==> src/bfi_defs.svh <==
// Purpose: Constants of the bit-field insert/fill/test unit
// Assumes: Included by its bare name
// Notes: Definitions only
`ifndef BFI_DEFS_SVH
`define BFI_DEFS_SVH
// ----------------------------------------
// Register byte addresses
// ----------------------------------------
`define BFI_ADDR_W 8
`define BFI_OFF_CTRL 8'h00
`define BFI_OFF_STATUS 8'h04
`define BFI_OFF_OPWORD 8'h08
`define BFI_OFF_EXT 8'h0C
`define BFI_OFF_CCR 8'h10
`define BFI_OFF_OFFV 8'h14
`define BFI_OFF_WIDV 8'h18
`define BFI_OFF_SRCV 8'h1C
`define BFI_OFF_OPHI 8'h20
`define BFI_OFF_OPLO 8'h24
`define BFI_OFF_RSHI 8'h28
`define BFI_OFF_RSLO 8'h2C
`define BFI_OFF_DISP 8'h30
`define BFI_OFF_INFO 8'h34
// ----------------------------------------
// Fields
// ----------------------------------------
`define BFI_CTRL_START 0
`define BFI_ST_BUSY 0
`define BFI_ST_DONE 1
`define BFI_ST_ILL 2
`define BFI_CCR_C 0
`define BFI_CCR_V 1
`define BFI_CCR_Z 2
`define BFI_CCR_N 3
`define BFI_CCR_X 4
`define BFI_OPC_FIELD 15:6
`define BFI_OPC_INSERT 10'h3BF
`define BFI_OPC_FILL 10'h3BB
`define BFI_OPC_TEST 10'h3A3
`define BFI_EA_MODE 5:3
`define BFI_EA_REG 2:0
`define BFI_EA_DREG 3'h0
`define BFI_EA_INDIR 3'h2
`define BFI_EA_DISP 3'h5
`define BFI_EA_INDEX 3'h6
`define BFI_EA_EXT 3'h7
`define BFI_EA_ABSW 3'h0
`define BFI_EA_ABSL 3'h1
`define BFI_EA_PCDISP 3'h2
`define BFI_EA_PCIDX 3'h3
`define BFI_X_TOP 15
`define BFI_X_SRC 14:12
`define BFI_X_DO 11
`define BFI_X_OFF 10:6
`define BFI_X_ORSV 10:9
`define BFI_X_OREG 8:6
`define BFI_X_DW 5
`define BFI_X_WID 4:0
`define BFI_X_WRSV 4:3
`define BFI_X_WREG 2:0
// ----------------------------------------
// Widths and codes
// ----------------------------------------
`define BFI_FULL_W 6'h20
`define BFI_REG_W 7'h20
`define BFI_WIN_W 7'h40
`define BFI_BYTE_SH 3
`define BFI_RESP_OKAY 2'h0
`define BFI_RESP_SLVERR 2'h2
`endif

==> src/bfi_pkg.sv <==
// Purpose: Types of the bit-field unit
// Assumes: Nothing
// Notes: States are one-hot
package bfi_pkg;
	typedef enum logic [1:0] {
		BFI_ST_IDLE = 2'h1,
		BFI_ST_EXEC = 2'h2
	} bfi_state_t;
	typedef enum logic [1:0] {
		BFI_OP_INS = 2'h0,
		BFI_OP_FILL = 2'h1,
		BFI_OP_TEST = 2'h2,
		BFI_OP_BAD = 2'h3
	} bfi_op_t;
endpackage

==> src/bfi_reg_if.sv <==
// Purpose: Register access between bus slave and register file
// Assumes: One clock
// Notes: Read data is combinational from the register side
`timescale 1ns/1ps
`default_nettype none
interface bfi_reg_if;
	logic wr_en;
	logic [7:0] wr_addr;
	logic [31:0] wr_data;
	logic [3:0] wr_strb;
	logic wr_hit;
	logic [7:0] rd_addr;
	logic [31:0] rd_data;
	logic rd_hit;
	modport bus (output wr_en, wr_addr, wr_data, wr_strb, rd_addr,
		input wr_hit, rd_data, rd_hit);
	modport regs (input wr_en, wr_addr, wr_data, wr_strb, rd_addr,
		output wr_hit, rd_data, rd_hit);
endinterface
`default_nettype wire

==> src/bfi_axil_slave.sv <==
// Purpose: AXI4-Lite slave front end
// Assumes: One write and one read outstanding at most
// Notes: Unmapped addresses answer SLVERR
`timescale 1ns/1ps
`default_nettype none
`include "bfi_defs.svh"
module bfi_axil_slave (
	// Clock and reset
	input wire logic i_core_clk,
	input wire logic i_sys_rst,
	// Write channels
	input wire logic i_s_axi_awvalid,
	output logic o_s_axi_awready,
	input wire logic [7:0] i_s_axi_awaddr,
	input wire logic i_s_axi_wvalid,
	output logic o_s_axi_wready,
	input wire logic [31:0] i_s_axi_wdata,
	input wire logic [3:0] i_s_axi_wstrb,
	output logic o_s_axi_bvalid,
	input wire logic i_s_axi_bready,
	output logic [1:0] o_s_axi_bresp,
	// Read channels
	input wire logic i_s_axi_arvalid,
	output logic o_s_axi_arready,
	input wire logic [7:0] i_s_axi_araddr,
	output logic o_s_axi_rvalid,
	input wire logic i_s_axi_rready,
	output logic [31:0] o_s_axi_rdata,
	output logic [1:0] o_s_axi_rresp,
	// Register side
	bfi_reg_if.bus bus
);
	logic aw_got_reg, w_got_reg;
	// ----------------------------------------
	// Write path
	// ----------------------------------------
	assign bus.wr_en = aw_got_reg && w_got_reg && !o_s_axi_bvalid;
	always_ff @(posedge i_core_clk) begin
		if (i_sys_rst) begin
			o_s_axi_awready <= 1'b0;
			aw_got_reg <= 1'b0;
			bus.wr_addr <= 8'h00;
		end else if (i_s_axi_awvalid && o_s_axi_awready) begin
			o_s_axi_awready <= 1'b0;
			aw_got_reg <= 1'b1;
			bus.wr_addr <= i_s_axi_awaddr;
		end else if (bus.wr_en) begin
			aw_got_reg <= 1'b0;
		end else if (!aw_got_reg && !o_s_axi_bvalid) begin
			o_s_axi_awready <= 1'b1;
		end
	end
	always_ff @(posedge i_core_clk) begin
		if (i_sys_rst) begin
			o_s_axi_wready <= 1'b0;
			w_got_reg <= 1'b0;
			bus.wr_data <= 32'h0;
			bus.wr_strb <= 4'h0;
		end else if (i_s_axi_wvalid && o_s_axi_wready) begin
			o_s_axi_wready <= 1'b0;
			w_got_reg <= 1'b1;
			bus.wr_data <= i_s_axi_wdata;
			bus.wr_strb <= i_s_axi_wstrb;
		end else if (bus.wr_en) begin
			w_got_reg <= 1'b0;
		end else if (!w_got_reg && !o_s_axi_bvalid) begin
			o_s_axi_wready <= 1'b1;
		end
	end
	always_ff @(posedge i_core_clk) begin
		if (i_sys_rst) begin
			o_s_axi_bvalid <= 1'b0;
			o_s_axi_bresp <= `BFI_RESP_OKAY;
		end else if (bus.wr_en) begin
			o_s_axi_bvalid <= 1'b1;
			o_s_axi_bresp <= bus.wr_hit ? `BFI_RESP_OKAY : `BFI_RESP_SLVERR;
		end else if (i_s_axi_bready) begin
			o_s_axi_bvalid <= 1'b0;
		end
	end
	// ----------------------------------------
	// Read path
	// ----------------------------------------
	assign bus.rd_addr = i_s_axi_araddr;
	always_ff @(posedge i_core_clk) begin
		if (i_sys_rst) begin
			o_s_axi_arready <= 1'b0;
			o_s_axi_rvalid <= 1'b0;
			o_s_axi_rdata <= 32'h0;
			o_s_axi_rresp <= `BFI_RESP_OKAY;
		end else if (i_s_axi_arvalid && o_s_axi_arready) begin
			o_s_axi_arready <= 1'b0;
			o_s_axi_rvalid <= 1'b1;
			o_s_axi_rdata <= bus.rd_data;
			o_s_axi_rresp <= bus.rd_hit ? `BFI_RESP_OKAY : `BFI_RESP_SLVERR;
		end else if (o_s_axi_rvalid) begin
			if (i_s_axi_rready) begin
				o_s_axi_rvalid <= 1'b0;
			end
		end else begin
			o_s_axi_arready <= 1'b1;
		end
	end
endmodule
`default_nettype wire

==> src/bfi_field_unit.sv <==
// Purpose: Field align, merge and flag logic
// Assumes: Width 1 to 32, shift below 64
// Notes: Purely combinational
`timescale 1ns/1ps
`default_nettype none
`include "bfi_defs.svh"
module bfi_field_unit (
	// Operand window and field position
	input wire logic [63:0] i_win,
	input wire logic [5:0] i_shift,
	input wire logic [5:0] i_width,
	input wire logic i_rot32,
	// Insert source and operation select
	input wire logic [31:0] i_src,
	input wire logic i_insert,
	input wire logic i_fill,
	// Results
	output logic [63:0] o_result,
	output logic o_neg,
	output logic o_zero
);
	function automatic logic [63:0] rotl(input logic [63:0] x, input logic [5:0] s);
		logic [127:0] t;
		t = {x, x} << s;
		return t[127:64];
	endfunction
	function automatic logic [63:0] rotr(input logic [63:0] x, input logic [5:0] s);
		logic [127:0] t;
		t = {x, x} >> s;
		return t[63:0];
	endfunction
	logic [63:0] aligned, mask, placed, merged, fld, back;
	always_comb begin
		aligned = rotl(i_win, i_shift);
		mask = {64{1'b1}} << (`BFI_WIN_W - {1'b0, i_width});
		placed = {i_src, 32'h0} << (`BFI_REG_W - {1'b0, i_width});
		merged = aligned;
		if (i_insert) begin
			merged = (aligned & ~mask) | (placed & mask);
		end else if (i_fill) begin
			merged = aligned | mask;
		end
		fld = i_insert ? (placed & mask) : (aligned & mask);
		o_neg = fld[63];
		o_zero = (fld == 64'h0);
		back = rotr(i_rot32 ? {merged[63:32], merged[63:32]} : merged, i_shift);
		o_result = i_rot32 ? {32'h0, back[63:32]} : back;
	end
endmodule
`default_nettype wire

==> src/bfi_top.sv <==
// Purpose: Bit-field insert, test-and-fill and test-only datapath
// Assumes: Core loads operands over AXI4-Lite and writes results back
// Notes: One operation per start, result two cycles later
// How it works
// - Insert copies source low bits into field
// - Insert flags come from inserted value
// - N is field MSB; V,C cleared; X kept
// - Z set when whole field is zero
// - Fill tests original field, then sets ones
// - Test only updates flags, operand unchanged
// - Field located by start offset and width
// - Immediate offset is unsigned 0 to 31
// - Register offset number in bits 8-6
// - Register offset is signed 32-bit value
// - Register width number in bits 2-0
// - Immediate width zero means 32 bits
// - Register width taken modulo 32
// - Insert and fill accept listed modes only
// - Test also accepts PC-relative operands
// - Insert source register from extension bits
//
// Design decisions made here: the AXI4-Lite slave port and the placing of the registers.
`timescale 1ns/1ps
`default_nettype none
`include "bfi_defs.svh"
module bfi_top (
	// Clock and reset
	input wire logic i_core_clk,
	input wire logic i_sys_rst,
	// AXI4-Lite write
	input wire logic i_s_axi_awvalid,
	output logic o_s_axi_awready,
	input wire logic [7:0] i_s_axi_awaddr,
	input wire logic i_s_axi_wvalid,
	output logic o_s_axi_wready,
	input wire logic [31:0] i_s_axi_wdata,
	input wire logic [3:0] i_s_axi_wstrb,
	output logic o_s_axi_bvalid,
	input wire logic i_s_axi_bready,
	output logic [1:0] o_s_axi_bresp,
	// AXI4-Lite read
	input wire logic i_s_axi_arvalid,
	output logic o_s_axi_arready,
	input wire logic [7:0] i_s_axi_araddr,
	output logic o_s_axi_rvalid,
	input wire logic i_s_axi_rready,
	output logic [31:0] o_s_axi_rdata,
	output logic [1:0] o_s_axi_rresp
);
	// ----------------------------------------
	// Functions
	// ----------------------------------------
	function automatic logic [31:0] merge(input logic [31:0] o, input logic [31:0] n,
		input logic [3:0] s);
		logic [31:0] r;
		for (int i = 0; i < 4; i++) begin
			r[8*i +: 8] = s[i] ? n[8*i +: 8] : o[8*i +: 8];
		end
		return r;
	endfunction
	function automatic logic mapped(input logic [7:0] a);
		return (a[1:0] == 2'h0) && (a <= `BFI_OFF_INFO);
	endfunction
	function automatic logic ea_legal(input bfi_pkg::bfi_op_t op, input logic [2:0] m,
		input logic [2:0] r);
		logic ok;
		ok = 1'b0;
		unique case (m)
			`BFI_EA_DREG, `BFI_EA_INDIR, `BFI_EA_DISP, `BFI_EA_INDEX: ok = 1'b1;
			`BFI_EA_EXT: begin
				ok = (r == `BFI_EA_ABSW) || (r == `BFI_EA_ABSL) ||
					((op == bfi_pkg::BFI_OP_TEST) &&
					((r == `BFI_EA_PCDISP) || (r == `BFI_EA_PCIDX)));
			end
			default: ok = 1'b0;
		endcase
		return ok && (op != bfi_pkg::BFI_OP_BAD);
	endfunction
	// ----------------------------------------
	// Declarations
	// ----------------------------------------
	bfi_reg_if regs ();
	bfi_pkg::bfi_state_t state_reg, state_next;
	bfi_pkg::bfi_op_t op;
	logic [15:0] opword_reg, ext_reg;
	logic [4:0] ccr_reg;
	logic [31:0] offv_reg, widv_reg, srcv_reg, ophi_reg, oplo_reg;
	logic [31:0] rshi_reg, rslo_reg, disp_reg;
	logic [17:0] info_reg;
	logic done_reg, ill_reg;
	logic idle, exec, wr, start, rsv_ok, legal, dreg_mode;
	logic [31:0] wd, off32, disp_calc;
	logic [4:0] wid5;
	logic [5:0] width, shift;
	logic [63:0] win, result;
	logic f_neg, f_zero;
	// ----------------------------------------
	// Bus slave
	// ----------------------------------------
	bfi_axil_slave u_bus (
		.i_core_clk(i_core_clk),
		.i_sys_rst(i_sys_rst),
		.i_s_axi_awvalid(i_s_axi_awvalid),
		.o_s_axi_awready(o_s_axi_awready),
		.i_s_axi_awaddr(i_s_axi_awaddr),
		.i_s_axi_wvalid(i_s_axi_wvalid),
		.o_s_axi_wready(o_s_axi_wready),
		.i_s_axi_wdata(i_s_axi_wdata),
		.i_s_axi_wstrb(i_s_axi_wstrb),
		.o_s_axi_bvalid(o_s_axi_bvalid),
		.i_s_axi_bready(i_s_axi_bready),
		.o_s_axi_bresp(o_s_axi_bresp),
		.i_s_axi_arvalid(i_s_axi_arvalid),
		.o_s_axi_arready(o_s_axi_arready),
		.i_s_axi_araddr(i_s_axi_araddr),
		.o_s_axi_rvalid(o_s_axi_rvalid),
		.i_s_axi_rready(i_s_axi_rready),
		.o_s_axi_rdata(o_s_axi_rdata),
		.o_s_axi_rresp(o_s_axi_rresp),
		.bus(regs)
	);
	// ----------------------------------------
	// Register writes
	// ----------------------------------------
	assign idle = (state_reg == bfi_pkg::BFI_ST_IDLE);
	assign exec = (state_reg == bfi_pkg::BFI_ST_EXEC);
	assign wr = regs.wr_en && idle;
	assign wd = regs.wr_data;
	assign regs.wr_hit = mapped(regs.wr_addr);
	assign start = wr && (regs.wr_addr == `BFI_OFF_CTRL) && regs.wr_strb[0] &&
		wd[`BFI_CTRL_START];
	always_ff @(posedge i_core_clk) begin
		if (i_sys_rst) begin
			opword_reg <= 16'h0;
			ext_reg <= 16'h0;
			offv_reg <= 32'h0;
			widv_reg <= 32'h0;
			srcv_reg <= 32'h0;
			ophi_reg <= 32'h0;
			oplo_reg <= 32'h0;
		end else if (wr) begin
			unique case (regs.wr_addr)
				`BFI_OFF_OPWORD: opword_reg <= 16'(merge({16'h0, opword_reg}, wd, regs.wr_strb));
				`BFI_OFF_EXT: ext_reg <= 16'(merge({16'h0, ext_reg}, wd, regs.wr_strb));
				`BFI_OFF_OFFV: offv_reg <= merge(offv_reg, wd, regs.wr_strb);
				`BFI_OFF_WIDV: widv_reg <= merge(widv_reg, wd, regs.wr_strb);
				`BFI_OFF_SRCV: srcv_reg <= merge(srcv_reg, wd, regs.wr_strb);
				`BFI_OFF_OPHI: ophi_reg <= merge(ophi_reg, wd, regs.wr_strb);
				`BFI_OFF_OPLO: oplo_reg <= merge(oplo_reg, wd, regs.wr_strb);
				default: ;
			endcase
		end
	end
	// ----------------------------------------
	// Sequencer
	// ----------------------------------------
	always_comb begin
		state_next = state_reg;
		unique case (state_reg)
			bfi_pkg::BFI_ST_IDLE: if (start) state_next = bfi_pkg::BFI_ST_EXEC;
			bfi_pkg::BFI_ST_EXEC: state_next = bfi_pkg::BFI_ST_IDLE;
		endcase
	end
	always_ff @(posedge i_core_clk) begin
		if (i_sys_rst) begin
			state_reg <= bfi_pkg::BFI_ST_IDLE;
		end else begin
			state_reg <= state_next;
		end
	end
	// ----------------------------------------
	// Instruction decode
	// ----------------------------------------
	always_comb begin
		if (opword_reg[`BFI_OPC_FIELD] == `BFI_OPC_INSERT) begin
			op = bfi_pkg::BFI_OP_INS;
		end else if (opword_reg[`BFI_OPC_FIELD] == `BFI_OPC_FILL) begin
			op = bfi_pkg::BFI_OP_FILL;
		end else if (opword_reg[`BFI_OPC_FIELD] == `BFI_OPC_TEST) begin
			op = bfi_pkg::BFI_OP_TEST;
		end else begin
			op = bfi_pkg::BFI_OP_BAD;
		end
	end
	assign rsv_ok = !ext_reg[`BFI_X_TOP] &&
		(!ext_reg[`BFI_X_DO] || (ext_reg[`BFI_X_ORSV] == 2'h0)) &&
		(!ext_reg[`BFI_X_DW] || (ext_reg[`BFI_X_WRSV] == 2'h0)) &&
		((op == bfi_pkg::BFI_OP_INS) || (ext_reg[`BFI_X_SRC] == 3'h0));
	assign legal = ea_legal(op, opword_reg[`BFI_EA_MODE], opword_reg[`BFI_EA_REG]) && rsv_ok;
	assign dreg_mode = (opword_reg[`BFI_EA_MODE] == `BFI_EA_DREG);
	assign off32 = ext_reg[`BFI_X_DO] ? offv_reg : {27'h0, ext_reg[`BFI_X_OFF]};
	assign wid5 = ext_reg[`BFI_X_DW] ? widv_reg[4:0] : ext_reg[`BFI_X_WID];
	assign width = (wid5 == 5'h0) ? `BFI_FULL_W : {1'b0, wid5};
	assign shift = dreg_mode ? {1'b0, off32[4:0]} : {3'h0, off32[2:0]};
	assign disp_calc = 32'($signed(off32) >>> `BFI_BYTE_SH);
	assign win = dreg_mode ? {oplo_reg, oplo_reg} : {ophi_reg, oplo_reg};
	bfi_field_unit u_field (
		.i_win(win),
		.i_shift(shift),
		.i_width(width),
		.i_rot32(dreg_mode),
		.i_src(srcv_reg),
		.i_insert(op == bfi_pkg::BFI_OP_INS),
		.i_fill(op == bfi_pkg::BFI_OP_FILL),
		.o_result(result),
		.o_neg(f_neg),
		.o_zero(f_zero)
	);
	// ----------------------------------------
	// Results and flags
	// ----------------------------------------
	always_ff @(posedge i_core_clk) begin
		if (i_sys_rst) begin
			rshi_reg <= 32'h0;
			rslo_reg <= 32'h0;
			disp_reg <= 32'h0;
			info_reg <= 18'h0;
		end else if (exec) begin
			rshi_reg <= (legal && !dreg_mode) ? result[63:32] : ophi_reg;
			rslo_reg <= legal ? result[31:0] : oplo_reg;
			disp_reg <= dreg_mode ? 32'h0 : disp_calc;
			info_reg <= {!dreg_mode, legal && (op != bfi_pkg::BFI_OP_TEST), 5'h0,
				ext_reg[`BFI_X_WREG], 1'b0, ext_reg[`BFI_X_OREG], 1'b0,
				ext_reg[`BFI_X_SRC]};
		end
	end
	always_ff @(posedge i_core_clk) begin
		if (i_sys_rst) begin
			ccr_reg <= 5'h0;
		end else if (exec && legal) begin
			ccr_reg[`BFI_CCR_N] <= f_neg;
			ccr_reg[`BFI_CCR_Z] <= f_zero;
			ccr_reg[`BFI_CCR_V] <= 1'b0;
			ccr_reg[`BFI_CCR_C] <= 1'b0;
		end else if (wr && (regs.wr_addr == `BFI_OFF_CCR) && regs.wr_strb[0]) begin
			ccr_reg <= wd[4:0];
		end
	end
	always_ff @(posedge i_core_clk) begin
		if (i_sys_rst) begin
			done_reg <= 1'b0;
			ill_reg <= 1'b0;
		end else if (exec) begin
			done_reg <= 1'b1;
			ill_reg <= !legal;
		end else if (start) begin
			done_reg <= 1'b0;
		end
	end
	// ----------------------------------------
	// Register reads
	// ----------------------------------------
	assign regs.rd_hit = mapped(regs.rd_addr);
	always_comb begin
		unique case (regs.rd_addr)
			`BFI_OFF_STATUS: regs.rd_data = {29'h0, ill_reg, done_reg, exec};
			`BFI_OFF_OPWORD: regs.rd_data = {16'h0, opword_reg};
			`BFI_OFF_EXT: regs.rd_data = {16'h0, ext_reg};
			`BFI_OFF_CCR: regs.rd_data = {27'h0, ccr_reg};
			`BFI_OFF_OFFV: regs.rd_data = offv_reg;
			`BFI_OFF_WIDV: regs.rd_data = widv_reg;
			`BFI_OFF_SRCV: regs.rd_data = srcv_reg;
			`BFI_OFF_OPHI: regs.rd_data = ophi_reg;
			`BFI_OFF_OPLO: regs.rd_data = oplo_reg;
			`BFI_OFF_RSHI: regs.rd_data = rshi_reg;
			`BFI_OFF_RSLO: regs.rd_data = rslo_reg;
			`BFI_OFF_DISP: regs.rd_data = disp_reg;
			`BFI_OFF_INFO: regs.rd_data = {14'h0, info_reg};
			default: regs.rd_data = 32'h0;
		endcase
	end

	logic exec_ok, ins_zero, ins_msb;
	logic [32:0] ins_mask;
	assign exec_ok = exec && legal;
	assign ins_mask = (33'h1 << width) - 33'h1;
	assign ins_zero = ((srcv_reg & ins_mask[31:0]) == 32'h0);
	assign ins_msb = srcv_reg[5'(width - 6'h1)];
endmodule
`default_nettype wire

==> config.mk <==
export PLATFORM = sky130hd
export DESIGN_NAME = bfi_top
export DESIGN_NICKNAME = d
export VERILOG_FILES = /design/src/bfi_pkg.sv /design/src/bfi_reg_if.sv /design/src/bfi_axil_slave.sv /design/src/bfi_field_unit.sv /design/src/bfi_top.sv
export VERILOG_INCLUDE_DIRS = /design/src
export SDC_FILE = /design/constraint.sdc
export NUM_CORES = 2
export LEC_CHECK = 0
export BUFFER_PORTS_ARGS = -buffer_cell sky130_fd_sc_hd__buf_4
export CELL_PAD_IN_SITES_DETAIL_PLACEMENT = 1
export CELL_PAD_IN_SITES_GLOBAL_PLACEMENT = 2
export CORE_ASPECT_RATIO = 2
export CORE_MARGIN = 3
export CORE_UTILIZATION = 38
export CTS_CLUSTER_SIZE = 10
export DETAILED_ROUTE_END_ITERATION = 6
export PLACE_DENSITY_LB_ADDON = 0.1
export SETUP_SLACK_MARGIN = 0.02
export SYNTH_ARGS = -nofsm -noshare
export SYNTH_HDL_FRONTEND = slang
export SYNTH_SLANG_ARGS = --single-unit
==> constraint.sdc <==
create_clock -name i_core_clk -period 6.02 [get_ports i_core_clk]
set_input_delay 0.602 -clock i_core_clk [delete_from_list [all_inputs] [get_ports i_core_clk]]
set_output_delay 0.602 -clock i_core_clk [all_outputs]
set_load 0.1 [all_outputs]
==> metrics.md, run 1 <==
| Metric | Value |
|---|---|
| HPWL Detailed | 189000 µm |
| Input/output buffers | 97 |
| Fraction of registers with async set/reset | 0 |
| Primary FF master, synth | dfxtp_1 |
| Synth cell types | 120 |
| GR Util All Layers | 0.664 |
| Inst Count DP | between 5000 and 6000 |
| EDFF count, synth | 0 |
| Initial Util | 0.384 |
| DIE WIDTH | around 210 µm |
| Failed at | global routing |
| Root buf cell | clkbuf_16 |
| # rows | 148 |
| Pin count of the biggest net entering global routing | 87 |
| Tool error | [ERROR GRT-0116] Global routing finished with congestion. Check the congestion regions in the DRC Viewer. |
| Synth Instances | 4201 |
| Synthesized area | 0.0312 mm² |
| TritonCTS Buffers | 45 |
| Register bit count reported by yosys | 390 |
| Number of global-route vias before repair | 48277 |
| Yosys warns | 0 |
| GRT overflow | 442 |
| CTS Buffer Depth | 3 |
| Clock sinks | 390 |
| Synthesized area per cell | 7.42 µm² |
| Outcome | did not finish |
| Place WS | -0.133 ns |
| Boundary Pins | 100 |
| Final Wtd Congestion | about 1.3 |
| Die Y | 411 µm |
| First-pass GRT wire length | around 420000 µm |
| CTS HTree Levels | 2 |
| Seq/Total Area, Yosys | 0.250 |
-- layer usage --
metal / global-route usage / GRT overflow
met5: 0.162 / 2
met4: 0.659 / 169
met3: 0.436 / 7
met2: 0.892 / 261
met1: 0.659 / 3
-- repair_timing --
action / CTS
hold buffers: 0
setup buffers: 0
resized for setup: 2
endpoints found under the setup margin: 29
-- synth_stat cells, types with 13 or more instances --
cell type,instances,area share
and4_1,14,0.0039
o31ai_1,53,0.013
a31oi_1,66,0.013
nand4_1,44,0.0088
and3_1,32,0.0064
a311oi_1,20,0.0056
mux2i_1,174,0.056
nand3_1,302,0.048
buf_2,85,0.014
nor4_1,28,0.0056
buf_4,16,0.0039
nand2_1,543,0.065
a32oi_1,17,0.0048
buf_1,31,0.0037
nand2b_1,23,0.0046
inv_1,36,0.0043
and2_1,31,0.0062
o221ai_1,19,0.0053
a22o_1,98,0.028
o32ai_1,20,0.0056
o22ai_1,60,0.012
mux2_2,48,0.017
a221oi_1,54,0.015
clkbuf_1,269,0.032
mux4_2,39,0.028
a211oi_1,91,0.022
a21oi_1,346,0.056
nor2_1,375,0.045
o211ai_1,87,0.021
buf_6,17,0.0061
a22oi_1,84,0.020
dfxtp_1,390,0.25
o2111ai_1,13,0.0037
o21ai_0,180,0.029
or3_1,17,0.0034
o21a_1,13,0.0031
a222oi_1,39,0.013
nor3_1,93,0.015
a2111oi_0,20,0.0056
-- through the flow --
step / area [µm²] / util
after CTS: 36700 / 0.452
after detailed placement: 35500 / 0.436
after global placement: 35500 / 0.436
after floorplan: 31200 / -
-- kinds of logic after synthesis --
family	after synthesis	synth area share
flops	390	0.250
mux	269	0.106
fa+ha+maj	4	0.00160
other cells	1	0.000120
simple gates	1603	0.242
compound gates	1478	0.336
buf+inv	456	0.0643
==> run 2, diff against run 1 <==
--- a/config.mk
+++ b/config.mk
@@ -7,15 +7,10 @@
 export NUM_CORES = 2
 export LEC_CHECK = 0
 export BUFFER_PORTS_ARGS = -buffer_cell sky130_fd_sc_hd__buf_4
-export CELL_PAD_IN_SITES_DETAIL_PLACEMENT = 1
-export CELL_PAD_IN_SITES_GLOBAL_PLACEMENT = 2
-export CORE_ASPECT_RATIO = 2
 export CORE_MARGIN = 3
-export CORE_UTILIZATION = 38
-export CTS_CLUSTER_SIZE = 10
+export CORE_UTILIZATION = 39
 export DETAILED_ROUTE_END_ITERATION = 6
-export PLACE_DENSITY_LB_ADDON = 0.1
-export SETUP_SLACK_MARGIN = 0.02
+export PLACE_DENSITY_LB_ADDON = 0.15
 export SYNTH_ARGS = -nofsm -noshare
 export SYNTH_HDL_FRONTEND = slang
 export SYNTH_SLANG_ARGS = --single-unit
==> run 2 against run 1 <==
  * Synthesized cell count did not move
  * Area after synthesis unchanged
  * The flow now finishes, with violations (max-capacitance violations, max-slew violations, negative setup slack)
==> metrics.md, run 2 <==
| Metric | Value |
|---|---|
| Post-route setup slack | -0.105 ns |
| Fraction of registers with async set/reset | 0 (unchanged) |
| Synth top cells by count | 543 x nand2_1, 390 x dfxtp_1, 375 x nor2_1 |
| Share of layout cells above drive strength 1 | 0.185 |
| CP most frequent cell | buf_4 |
| Most common cell after layout, fill and taps aside | nand2_1 |
| Root buf cell | clkbuf_16 |
| P_sw | 1.34 mW |
| Skew final | 0.0470 ns |
| Worst Tran Pin Value | approximately 1.5 ns |
| Synthesized area per cell | 7.42 µm² (unchanged) |
| Delay-heaviest family, CP | compound AO/OA/AOI/OAI gates |
| Die Y | 289 µm (-30%) |
| Register bit count reported by yosys | 390 (unchanged) |
| Filler cell count | between 8000 and 9000 |
| Internal Pwr Total | 4.28 mW |
| Input/output buffers | 97 (unchanged) |
| Final hold violations | 0 |
| Initial Util | 0.394 (+0.0105) |
| Buf/Inv on CP | 3 |
| DIE WIDTH | 289 µm (+38%) |
| Clock Power Share | 0.494 |
| Boundary Pins | 100 (unchanged) |
| Achievable Freq | 163 MHz |
| Number of vias per cell | 7.34 |
| CP Depth | 15 |
| Largest cells by area after synthesis | dfxtp_1 25%, nand2_1 6.5%, mux2i_1 5.6% |
| Max FO, Critical Path | 34 |
| First-pass GRT wire length | a little under 300000 µm |
| Outcome | finished, violations left |
| Top cell type's share of synthesized area | 0.250 (unchanged) |
| Crit-path slowest cell | o22ai_1 |
| Tmin final | 6.12 ns |
| Capture point of the worst path | rslo_reg[4] |
| Via Count | 39832 |
| Final slew viol count | 2 |
| Slowest Stage Delay on Critical Path | between 0.6 and 0.7 ns |
| CTS Buffer Depth | 3 (unchanged) |
| Relative slew margins | -0.0324 |
| Post-CTS Setup Bufs | 0 (unchanged) |
| Initial antenna violation count | 14 |
| Synth cell types | 120 (unchanged) |
| Fin nets | 4406 |
| Number of global-route vias before repair | 36270 |
| Gate power share | 0.035 |
| Yosys warns | 0 (unchanged) |
| Multi-input logic area | 0.0216 mm² |
| First-pass DRT Iterations | 7 |
| Peak VDD IR | 0.000226 V |
| Number of max-cap violations | 1 |
| WHS | approximately 0.26 ns |
| Setup-failing EPs final | 5 |
| Sw Ratio | 0.239 |
| Synth Instances | 4201 (unchanged) |
| Worst min path class | in2reg |
| Clk Latency, worst-skew pair | 0.60 ns |
| Core area | ~0.079 mm² |
| Final Instance Area | 0.0365 mm² |
| Primary FF master, synth | dfxtp_1 |
| Placed cell areas | 0.0349 mm² (-1.7%) |
| Residual DRC | 0 |
| Pleak | 13.1 nW |
| Routed WL per cell | about 39 µm |
| CP required | 6.45 ns |
| FF+latch area | approximately 0.0078 mm² |
| Crit-path cells | buf_4 > mux2_4 > buf_4 > nand3_1 > a21oi_1 > nor4_1 > o22ai_1 > o211ai_1 > o221ai_1 > o31ai_1 > o211ai_1 > buf_4 > o21ai_0 > a211oi_1 > o31ai_1 |
| CP Launch Type | flip-flop |
| Worst setup path category | reg2reg |
| Area leader, netlist | dfxtp_1 |
| Crit path capture type | flip-flop |
| Post-Route WL | 209000 µm |
| TritonCTS Buffers | 40 (-11%) |
| Pin count of the biggest net entering global routing | around 210 |
| # rows | 103 (-30%) |
| Die area | between 0.08 and 0.09 mm² |
| Synthesized area | 0.0312 mm² (unchanged) |
| Reg-to-reg slack, setup | -0.10 ns |
| Hold buffer count at cts | 0 (unchanged) |
| Starting DRT DRC Count | 7233 |
| GR Util All Layers | 0.486 |
| Sequential Power Share | 0.471 |
| R2R depth | 15 |
| Pwr Density | 154 mW/mm² |
| Clock sinks | 390 (unchanged) |
| Final period util | 1.02 |
| Most frequent cell after synthesis | nand2_1 |
| Place WS | -0.271 ns (-0.138 ns) |
| Worst R2R End | rslo_reg[4] |
| HPWL Detailed | 158000 µm (-16%) |
| GRT overflow | 0 |
| Area Overhead vs Synth | 16.9% |
| Arrival @ worst endpoint | 6.55 ns |
| CTS tree | built |
| Final Wtd Congestion | 1.13 (-16%) |
| Seq/Total Area, Yosys | 0.250 (unchanged) |
| Critical R2R Launch | ext_reg[11] |
| Most frequent cells in the layout | 541 x nand2_1, 501 x buf_4, 387 x dfxtp_1, 357 x nor2_1, 345 x a21oi_1 |
| Worst Setup SP | ext_reg[11] |
| Clock-pin slew on the worst setup and hold paths | 0.07 ns |
| Failing checks | max-capacitance violations, max-slew violations, negative setup slack |
| EDFF count, synth | 0 (unchanged) |
| CTS HTree Levels | 2 (unchanged) |
| Routed Antenna Nets | 0 |
==> run 2: cell counts after synthesis <==
No cell type changed its count.
==> run 2: layer usage <==
metal,wire [µm],vias up,track usage
li1,-,16441,-
met5,119,-,0
met3,29100,880,0.174
met1,77000,19108,0.606
met2,84400,3385,0.694
met4,18800,18,0.335
==> run 2: cell type report <==
type	count	area share
multi-input combinational	3356	0.594
sequential	390	0.214
timing repair buffer	518	0.112
tap	1050	0.0360
clock buffer	57	0.0331
clock inverter	15	0.00676
inverter	37	0.00381
antenna	5	0.000343
==> run 2: power groups by stage <==
stage	sequential (mW)	combinational, mW	clock [mW]
2_1_floorplan	2.69	0.111	0
5_1_grt	2.65	0.211	2.87
3_5_place_dp	2.70	0.194	0
3_3_place_gp	2.70	0.194	0
6_report	2.65	0.195	2.77
4_1_cts	2.65	0.194	2.78
==> run 2: how the worst min path moves through the flow <==
stage / start / end / depth (start not counted)
floorplan: info_reg[16] / info_reg[16] / 2
global placement: u_bus.o_s_axi_rdata[0] / u_bus.o_s_axi_rdata[0] / 2
detailed placement: u_bus.o_s_axi_rdata[0] / u_bus.o_s_axi_rdata[0] / 2
CTS: i_s_axi_wdata[18] / u_bus.bus.wr_data[18] / 3
global route: i_s_axi_wdata[10] / u_bus.bus.wr_data[10] / 3
finish: i_s_axi_wdata[16] / u_bus.bus.wr_data[16] / 3
==> run 2: tightest hold or removal path, stage by stage <==
cell and delay [ns]:
buf_4 0.11, nand2_1 0.04, a21oi_1 0.05
==> run 2: logic make-up after synthesis <==
| group | synth area share |
|---|---|
| muxes | 0.106 |
| DFF | 0.250 |
| AOI/OAI and AO/OA | 0.336 |
| buffers and inverters | 0.0643 |
| other | 0.000120 |
| adders and majority gates | 0.00160 |
| and+or+nand+nor | 0.242 |
==> run 2: metrics by stage <==
stage	instances	TNS (ns)	utilization	power (mW)
floorplan	4202	0	-	2.81
global placement	5350	-0.207	0.441	2.90
detailed placement	5350	-0.271	0.441	2.90
CTS	5422	0	0.459	5.62
global route	5423	-0.0424	0.461	5.73
finish	5428	-0.198	0.461	5.62
==> run 2: repair_timing <==
item,4_1_cts,5_1_grt
pin swaps,0,3
cloned,0,0
setup endpoints to repair,4,30
resized for setup,3,15
(Power assumes the default switching activity.)
